`config.mk`:
```
export PLATFORM = sky130hd
export DESIGN_NAME = imwc_ctrl
export DESIGN_NICKNAME = d
export VERILOG_FILES = /design/src/hdl/imwc_pkg.sv /design/src/hdl/imwc_ctrl.sv
export SDC_FILE = /design/constraint.sdc
export NUM_CORES = 1
export LEC_CHECK = 0
export BUFFER_PORTS_ARGS = -buffer_cell sky130_fd_sc_hd__buf_2
export CORE_MARGIN = 2
export CORE_UTILIZATION = 59
export DETAILED_ROUTE_END_ITERATION = 8
export GPL_TIMING_DRIVEN = 0
export HOLD_SLACK_MARGIN = 0.03
export PLACE_DENSITY = 0.94
export SLEW_MARGIN = 20
export SYNTH_ARGS = -nofsm -noshare
export SYNTH_HDL_FRONTEND = slang
export SYNTH_SLANG_ARGS = --single-unit
```
`constraint.sdc`:
```
create_clock -name ref_clk -period 4.04 [get_ports ref_clk]
set_input_delay 0.404 -clock ref_clk [delete_from_list [all_inputs] [get_ports ref_clk]]
set_output_delay 0.404 -clock ref_clk [all_outputs]
set_load 0.005 [all_outputs]
```
`src/hdl/imwc_pkg.sv`:
```
// ==========================================================
// Shared constants for the idle mode wake controller
package imwc_pkg;
	// Register byte offsets
	localparam logic [3:0] REG_CTRL   = 4'h0;
	localparam logic [3:0] REG_STATUS = 4'h4;
	localparam logic [3:0] REG_WDT    = 4'h8;
	// Control register fields
	localparam int F_IDLE  = 0;       // idle_enable
	localparam int F_CSEL  = 1;       // clock_select, two bits
	localparam int F_FREQ  = 4;       // internal_freq_select, three bits
	localparam int F_ISRC  = 7;       // internal_source_select
	localparam int F_SECEN = 8;       // secondary_osc_enable
	localparam int F_GIE   = 9;       // global_irq_enable
	// Status register fields
	localparam int F_PRIF  = 0;       // primary_ready_flag
	localparam int F_INTF  = 1;       // internal_stable_flag
	localparam int F_SECF  = 2;       // secondary_clock_running
	localparam int F_STATE = 4;       // controller state, three bits
	// Clock source codes
	localparam logic [1:0] SRC_PRI = 2'h0;
	localparam logic [1:0] SRC_SEC = 2'h1;
	localparam logic [1:0] SRC_INT = 2'h2;
	// Timing, 100 MHz reference
	localparam int CLK_PERIOD_NS  = 10;
	localparam int CPU_READY_NS   = 100;   // cpu_ready_delay
	localparam int STAB_NS        = 1000;  // internal stabilization interval
	localparam int CPU_READY_CYC  = (CPU_READY_NS + CLK_PERIOD_NS - 1) / CLK_PERIOD_NS;
	localparam int STAB_CYC       = (STAB_NS + CLK_PERIOD_NS - 1) / CLK_PERIOD_NS;
	localparam int WDT_PERIOD_CYC = 40000; // watchdog time-out period
	localparam int CNT_W          = 16;
	// Controller states
	typedef enum logic [2:0] {
		ST_STARTUP,
		ST_RUN,
		ST_IDLE,
		ST_SLEEP,
		ST_WAKE
	} imwc_state_t;
endpackage : imwc_pkg

```
`src/hdl/imwc_ctrl.sv`:
```
`timescale 1ns/1ns
// Contract
// Idle sleep stops CPU, peripherals keep clock
// Idle keeps RC for watchdog, secondary if enabled
// Idle exits only by interrupt, watchdog, reset
// Wake waits ready delay, resumes matching run
// Wake leaves idle enable and select untouched
// Watchdog in idle or sleep wakes, no reset
// Primary idle keeps primary clock and flag
// Firmware sets idle, clears select, then sleeps
// Secondary idle stops primary, updates both flags
// Secondary idle without enable: sleep ignored
// Peripheral clocks wait for secondary oscillation
// Internal idle: upper select bit, primary off
// Fast internal output enabled, flag after stabilization
// Stable flag kept; all zero keeps it clear
// Internal idle keeps RC for watchdog or monitor
// Enabled interrupt flag starts the exit
// Interrupt wake branches only with global enable
// Execution resumes right after ready delay
// Watchdog while running gives watchdog reset
// Watchdog counter cleared by listed events
// Reset exit waits primary ready, sets flag
// Two-speed start runs internal until primary ready
// Full sleep stops oscillator, clears all flags; on an internal source with freq or isrc set, fast_on and int_f return
// Ready and stabilization delays are parameter counters
module imwc_ctrl #(
	parameter int IRQ_N         = 8,                       // Interrupt sources
	parameter int CPU_READY_CYC = imwc_pkg::CPU_READY_CYC, // CPU ready delay
	parameter int STAB_CYC      = imwc_pkg::STAB_CYC,      // Fast oscillator settling
	parameter int WDT_CYC       = imwc_pkg::WDT_PERIOD_CYC // Watchdog period
) (
	input  wire logic               ref_clk,
	input  wire logic               rst,
	// Avalon-MM slave
	input  wire logic [3:0]         avs_address,
	input  wire logic               avs_read,
	input  wire logic               avs_write,
	input  wire logic [31:0]        avs_writedata,
	input  wire logic [3:0]         avs_byteenable,
	output logic [31:0]             avs_readdata,
	output logic                    avs_waitrequest,
	// CPU core side
	input  wire logic               sleep_cmd,
	input  wire logic               watchdog_clear_cmd,
	input  wire logic [IRQ_N-1:0]   irq_flag,
	input  wire logic [IRQ_N-1:0]   irq_enable,
	// Configuration straps
	input  wire logic               wdt_en,
	input  wire logic               fail_safe_en,
	input  wire logic               two_speed_en,
	input  wire logic               primary_is_internal,
	// Oscillator pins, asynchronous
	input  wire logic               primary_osc_ready,
	input  wire logic               secondary_osc_running,
	input  wire logic               clock_lost,
	// Clock gating, oscillator control, vector branch and watchdog reset
	output logic                    cpu_clk_en,
	output logic                    periph_clk_en,
	output logic [1:0]              periph_clk_sel,
	output logic                    primary_osc_en,
	output logic                    secondary_osc_keep,
	output logic                    low_power_rc_en,
	output logic                    fast_internal_osc_en,
	output logic                    irq_vector_branch,
	output logic                    wdt_reset
);
	import imwc_pkg::*;

	// ==========================================================
	// State
	typedef struct packed {
		imwc_state_t      st;         // Controller state
		logic             busy;       // Bus waitrequest level
		logic [31:0]      rdata;      // Bus read data
		logic             idle_en;    // idle_enable
		logic [1:0]       csel;       // clock_select
		logic [2:0]       freq;       // internal_freq_select
		logic             isrc;       // internal_source_select
		logic             sec_en;     // secondary_osc_enable
		logic             gie;        // global_irq_enable
		logic             pri_f;      // primary_ready_flag
		logic             int_f;      // internal_stable_flag
		logic             sec_f;      // secondary_clock_running
		logic [1:0]       src;        // Source in use
		logic             irqw;       // Wake came from an interrupt
		logic [CNT_W-1:0] cnt;        // Ready delay counter
		logic [CNT_W-1:0] stab;       // Stabilization counter
		logic [CNT_W-1:0] wdt;        // Watchdog counter
		logic             pr1, pr2;   // Primary ready synchroniser
		logic             sr1, sr2;   // Secondary running synchroniser
		logic             cl1, cl2;   // Clock loss synchroniser
		logic             cpu_en;     // CPU clock gate
		logic             per_en;     // Peripheral clock gate
		logic             pri_on;     // Primary oscillator enable
		logic             fast_on;    // Fast internal output enable
		logic             lprc_on;    // Low power RC enable
		logic             branch;     // Vector branch pulse
		logic             wrst;       // Watchdog reset pulse
	} imwc_regs_t;

	imwc_regs_t q, d;      // Registered state and its next value
	logic       irq_hit;   // Enabled interrupt pending
	logic       wdt_fire;  // Watchdog time-out this cycle
	logic       src_rdy;   // Selected source able to clock
	logic       wr_ok;     // Write accepted this edge
	logic       sleep_ok;  // Sleep command may be honoured
	logic [1:0] tgt;       // Source decoded from clock_select

	// ==========================================================
	// Next state
	always_comb begin
		d        = q;
		d.branch = 1'b0;
		d.wrst   = 1'b0;
		// Pins pass two flops; first stage feeds only the second
		d.pr1 = primary_osc_ready;
		d.pr2 = q.pr1;
		d.sr1 = secondary_osc_running;
		d.sr2 = q.sr1;
		d.cl1 = clock_lost;
		d.cl2 = q.cl1;
		irq_hit  = |(irq_flag & irq_enable);
		wdt_fire = wdt_en && (q.wdt == CNT_W'(WDT_CYC - 1));
		// Lower select bit ignored once upper bit set
		tgt = q.csel[1] ? SRC_INT : q.csel;
		src_rdy = (q.src == SRC_PRI) ? (q.pr2 && q.pri_on)
			: (q.src == SRC_SEC) ? q.sr2 : 1'b1;
		// Bus: one wait cycle, then a single answer cycle
		d.busy = !((avs_read || avs_write) && q.busy);
		wr_ok  = avs_write && !q.busy;
		if ((avs_read || avs_write) && q.busy) begin
			case (avs_address)
				REG_CTRL: d.rdata = 32'({q.gie, q.sec_en, q.isrc, q.freq, 1'b0, q.csel,
					q.idle_en});
				REG_STATUS: d.rdata = 32'({q.st, 1'b0, q.sec_f, q.int_f, q.pri_f});
				REG_WDT: d.rdata = 32'(q.wdt);
				default: d.rdata = 32'h0;  // Unmapped reads as zero
			endcase
		end
		if (wr_ok && avs_address == REG_CTRL && avs_byteenable[0]) begin
			d.idle_en = avs_writedata[F_IDLE];
			d.csel    = avs_writedata[F_CSEL +: 2];
			d.freq    = avs_writedata[F_FREQ +: 3];
			d.isrc    = avs_writedata[F_ISRC];
		end
		if (wr_ok && avs_address == REG_CTRL && avs_byteenable[1]) begin
			d.sec_en = avs_writedata[F_SECEN];
			d.gie    = avs_writedata[F_GIE];
		end
		// Watchdog counter and its clear events
		if (sleep_cmd || watchdog_clear_cmd || (q.cl2 && fail_safe_en)
			|| (wr_ok && avs_address == REG_CTRL && avs_byteenable[0]
			&& q.src == SRC_INT && d.freq != q.freq) || wdt_fire) begin
			d.wdt = '0;
		end else if (wdt_en) begin
			d.wdt = q.wdt + CNT_W'(1);
		end
		// Fast internal output and its settling
		d.fast_on = (q.freq != 3'h0 || q.isrc)
			&& (q.src == SRC_INT || primary_is_internal);
		if (!q.fast_on) begin
			d.stab = '0;
			if (!primary_is_internal) begin
				d.int_f = 1'b0;
			end
		end else if (!q.int_f) begin
			// Peripheral clocks keep running during this wait, except in full sleep where per_en stays low
			if (q.stab == CNT_W'(STAB_CYC - 1)) begin
				d.int_f = 1'b1;
			end else begin
				d.stab = q.stab + CNT_W'(1);
			end
		end
		// Low power RC for watchdog and clock monitor
		d.lprc_on = wdt_en || fail_safe_en || q.src == SRC_INT;
		// Primary flag follows its running oscillator
		if (q.src == SRC_PRI && q.pri_on && q.pr2 && q.st != ST_SLEEP) begin
			d.pri_f = 1'b1;
		end
		sleep_ok = sleep_cmd && (q.st == ST_RUN
			|| (q.st == ST_STARTUP && (two_speed_en || fail_safe_en)));
		case (q.st)
			// Hold after reset until primary is ready
			ST_STARTUP: begin
				d.cpu_en = two_speed_en || fail_safe_en;
				d.per_en = d.cpu_en;
				d.src    = d.cpu_en ? SRC_INT : SRC_PRI;
				if (q.pr2) begin
					d.st     = ST_RUN;
					d.src    = SRC_PRI;
					d.cpu_en = 1'b1;
					d.per_en = 1'b1;
					d.pri_f  = !primary_is_internal;
					d.int_f  = primary_is_internal || q.int_f;
				end
			end
			// Executing code
			ST_RUN: begin
				if (wdt_fire) begin
					d.wrst = 1'b1;
				end
				if (q.src == SRC_SEC) begin
					d.sec_f = 1'b1;
				end
			end
			// Idle or sleep: wait for a legal wake
			ST_IDLE, ST_SLEEP: begin
				if (q.st == ST_IDLE) begin
					d.per_en = src_rdy;
				end
				if (irq_hit || wdt_fire) begin
					// Wake targets the selected run mode
					d.st   = ST_WAKE;
					d.irqw = irq_hit;
					d.cnt  = '0;
					d.src  = tgt;
					d.pri_on = q.pri_on || tgt == SRC_PRI;
				end
			end
			// CPU ready delay, then resume
			ST_WAKE: begin
				d.per_en = src_rdy;
				if (q.cnt != CNT_W'(CPU_READY_CYC - 1)) begin
					d.cnt = q.cnt + CNT_W'(1);
				end else if (src_rdy) begin
					d.st     = ST_RUN;
					d.cpu_en = 1'b1;
					d.branch = q.irqw && q.gie;
					d.sec_f  = q.src == SRC_SEC;
				end
			end
			default: d.st = ST_STARTUP;
		endcase
		// Sleep command entry; control bits never touched here
		if (sleep_ok && q.idle_en) begin
			if (!(tgt == SRC_SEC && !q.sec_en)) begin
				d.st     = ST_IDLE;
				d.cpu_en = 1'b0;
				d.src    = tgt;
				// Peripherals wait for a source that is not yet clocking
				d.per_en = (tgt == SRC_SEC) ? q.sr2
					: (tgt == SRC_PRI) ? (q.pr2 && q.pri_on) : 1'b1;
				if (tgt != SRC_PRI) begin
					d.pri_on = 1'b0;
					d.pri_f  = 1'b0;
				end else begin
					d.pri_on = 1'b1;
				end
				d.sec_f = tgt == SRC_SEC;
			end
		end else if (sleep_ok) begin
			d.st      = ST_SLEEP;
			d.cpu_en  = 1'b0;
			d.per_en  = 1'b0;
			d.pri_on  = 1'b0;
			d.pri_f   = 1'b0;
			d.int_f   = 1'b0;
			d.sec_f   = 1'b0;
			d.fast_on = 1'b0;
		end
	end

	// ==========================================================
	// Register everything; synchronous reset to constants
	always_ff @(posedge ref_clk) begin
		if (rst) begin
			q        <= '0;
			q.st     <= ST_STARTUP;
			q.busy   <= 1'b1;
			q.pri_on <= 1'b1;
		end else begin
			q <= d;
		end
	end

	// ==========================================================
	// Outputs straight from flops
	assign avs_readdata         = q.rdata;
	assign avs_waitrequest      = q.busy;
	assign cpu_clk_en           = q.cpu_en;
	assign periph_clk_en        = q.per_en;
	assign periph_clk_sel       = q.src;
	assign primary_osc_en       = q.pri_on;
	assign secondary_osc_keep   = q.sec_en;
	assign low_power_rc_en      = q.lprc_on;
	assign fast_internal_osc_en = q.fast_on;
	assign irq_vector_branch    = q.branch;
	assign wdt_reset            = q.wrst;
endmodule : imwc_ctrl

```
==> flow_metrics.env <==
export IMPL_ys_seq_area_share_pct=38.6
export IMPL_endpoint_kind="flip-flop"
export IMPL_r2r_start="q[21]$_SDFFE_PP0P_"
export IMPL_syn_area_per_cell_sq_um=8.57
export IMPL_fillers=651
export IMPL_grtUsageTotal_pct=28.4
export IMPL_holdPathEnd="d[11]$_SDFF_PP0_"
export IMPL_grt_pass1_vias=4284
export IMPL_hold_viol=0
export IMPL_power_density_nw_per_um2=307
export IMPL_die_h_um=95.9
export IMPL_rsz0062_at_grt="false"
export IMPL_cpLargestDelayFamily="simple AND/OR/NAND/NOR gates"
export IMPL_postRouteWirelength_um=12600
export IMPL_route_vias_total=4667
export IMPL_insertion_delay_ns=0.37
export IMPL_syn_inst=581
export IMPL_num_rows=33
export IMPL_synth_common_cells="dfxtp_1 (96), nor2_1 (79), nand2_1 (40), buf_4 (35)"
export IMPL_grt_max_degree=19
export IMPL_core_area_sq_um=8220
export IMPL_postCtsSetupBuffers=0
export IMPL_yosys_most_used_dff="dfxtp_1"
export IMPL_tightestPinTransition_ns=0.967
export IMPL_via_per_inst=5.94
export IMPL_firstDrtPassIters=6
export IMPL_fin_worst_skew_ns=0.0181
export IMPL_initial_core_util_pct=60.6
export IMPL_ir_drop_v=0.000210
export IMPL_cp_max_fo=9
export IMPL_gp_congestion=0.957
export IMPL_worstPathArrival_ns=2.62
export IMPL_r2r_slack_ns=1.69
export IMPL_power_leakage_nw=2.34
export IMPL_area_growth_pct=14.6
export IMPL_drtAntennaViolNets=0
export IMPL_critPathMaxStageDelay_ns=0.60
export IMPL_dp_hpwl_um=9530
export IMPL_synth_most_common_cell="dfxtp_1"
export IMPL_synthArstFlopShare_pct=0
export IMPL_die_w_um=95.9
export IMPL_yosysUniqueCellTypes=61
export IMPL_cts_tree="done"
export IMPL_setup_violations=0
export IMPL_place_port_buffers=69
export IMPL_cp_slowest_cell="or4b_1"
export IMPL_cts_sinks=96
export IMPL_antenna_found_initial=0
export IMPL_ys_ff_latch=96
export IMPL_cts_clk_slew_worst_paths_ns=0.10
export IMPL_regArea_sq_um=1920
export IMPL_worstPathRequired_ns=4.31
export IMPL_syn_cell_area_sq_um=4980
export IMPL_yosysTopAreaCell="dfxtp_1"
export IMPL_status="finished, final reports clean"
export IMPL_ios=112
export IMPL_num_nets_final=749
export IMPL_min_period_ns=2.35
export IMPL_min_path_cells=2
export IMPL_fin_area_sq_um=5710
export IMPL_drc=0
export IMPL_worstHoldStart="primary_osc_ready"
export IMPL_relSlewSlack_pct=33.9
export IMPL_cts_resized=0
export IMPL_rr_worst_depth=6
export IMPL_cts_path_max_buffers=2
export IMPL_dieArea_sq_um=9190
export IMPL_netlist_top_cells_area="dfxtp_1 (39%), nor2_1 (6.0%), buf_4 (5.3%)"
export IMPL_dpl_cell_area_sq_um=5510
export IMPL_yosys_warnings=0
export IMPL_r2r_end="q[60]$_SDFFE_PP0P_"
export IMPL_synth_top_area_share_pct=38.6
export IMPL_numCtsBuffers=9
export IMPL_antenna_cells=0
export IMPL_multi_input_area_sq_um=2710
export IMPL_htree_levels=3
export IMPL_wl_per_cell_um=16.0
export IMPL_fmax_ghz=0.425
export IMPL_cts_root_buf="clkbuf_8"
export IMPL_drive_gt1_share_pct=20.0
export IMPL_crit_chain="or4b_1 > nor4_4 > o21ai_1 > nand2b_1 > buf_2 > nor2_1"
export IMPL_fin_crit_sh_pct=58.3
export IMPL_grt_first_pass_wirelength_um=20500
export IMPL_hold_class="input pin to flip-flop"
export IMPL_cap_violations=0
export IMPL_setup_tns_ns=0
export IMPL_hold_buffers=0
export IMPL_path_class="flip-flop to flip-flop"
export IMPL_synth_edf_count=0
export IMPL_grt_overflow=0
export IMPL_path_buf_inv=1
export IMPL_final_max_slew_viol_count=0
export IMPL_drt_iter0_markers=409
export IMPL_start_kind="flip-flop"
-- per-stage QoR --
stage                     util (%)  hold slack, ns  worst slack [ns]  std cells  total power, mW
after floorplan                  -           0.411              1.95        596             1.11
after global placement        67.1           0.428              1.58        770             1.17
after detailed placement      67.1           0.433              1.51        770             1.17
after CTS                     69.4           0.246              1.70        786             1.76
after global routing          69.5           0.267              1.47        786             1.82
final                         69.5           0.252              1.69        786             1.75
-- placed cells by master (no fill, tap or decap), types with 15 or more instances in the layout --
cell type and count:
a21oi_1 16, a22oi_1 20, buf_2 72, buf_4 35, clkbuf_1 21, conb_1 16
dfxtp_1 96, mux2i_1 21, nand2_1 40, nand3_1 19, nand4_1 15, nor2_1 79
nor4_1 15, xnor2_1 19
-- layer usage --
metal	vias to the layer above	GRT usage (%)	share of wire, %
met5	-	0	0
met3	29	5.72	7.2
met4	0	11.2	2.7
met2	207	48.0	50
li1	2242	-	-
met1	2189	35.6	40
-- worst reg2reg max path, cell delays in order, from the launching register on --
cell	delay [ns]
dfxtp_1	0.35
or4b_1	0.60
nor4_4	0.53
o21ai_1	0.36
nand2b_1	0.16
buf_2	0.19
nor2_1	0.07
-- flip-flops by register name, indices dropped and copies added, names as in the netlist --
signal                count
fast_internal_osc_en      1
periph_clk_sel            2
primary_osc_en            1
irq_vector_branch         1
secondary_osc_keep        1
low_power_rc_en           1
d                         3
wdt_reset                 1
avs_readdata             16
avs_waitrequest           1
cpu_clk_en                1
periph_clk_en             1
q                        66
-- final cells by class --
| class | instances | share of cell area, % |
|---|---|---|
| Timing Repair Buffer | 69 | 6.05 |
| Clock buffer | 9 | 2.17 |
| Tap cell | 105 | 2.30 |
| Inverter | 10 | 0.658 |
| Clock inverter | 7 | 1.16 |
| Buffer | 62 | 6.58 |
| Sequential cell | 96 | 33.7 |
| Multi-Input combinational cell | 428 | 47.4 |
-- worst max path at each step --
stage / to / cells past startpoint / startpoint
final: q[60]$_SDFFE_PP0P_ / 6 / q[21]$_SDFFE_PP0P_
after detailed placement: q[25]$_SDFFE_PP0P_ / 7 / avs_address[1]
after floorplan: q[19]$_SDFFE_PP0P_ / 6 / avs_address[1]
after global routing: q[60]$_SDFFE_PP0P_ / 6 / q[22]$_SDFFE_PP0P_
after CTS: q[60]$_SDFFE_PP0P_ / 6 / q[22]$_SDFFE_PP0P_
after global placement: q[26]$_SDFFE_PP0P_ / 7 / avs_address[1]
-- report_power, final --
| group | total (mW) | internal (mW) | switching [mW] |
|---|---|---|---|
| Combinational | 0.179 | 0.0767 | 0.102 |
| Sequential | 0.975 | 0.961 | 0.0141 |
| Clock | 0.599 | 0.236 | 0.363 |
-- cell families (layout without fill, tap and decap cells) --
kind of cell	count (synthesis)	after routing	share of synthesized area [%]
buffers and inverters	72	157	8.29
other	1	16	0.0753
adders and majority gates	4	4	1.01
muxes	24	24	4.90
xor gates and xnor gates	33	33	5.80
DFF	96	96	38.6
AOI/OAI and AO/OA	92	92	13.3
and+or+nand+nor	259	259	28.0
(Power assumes the default switching activity.)
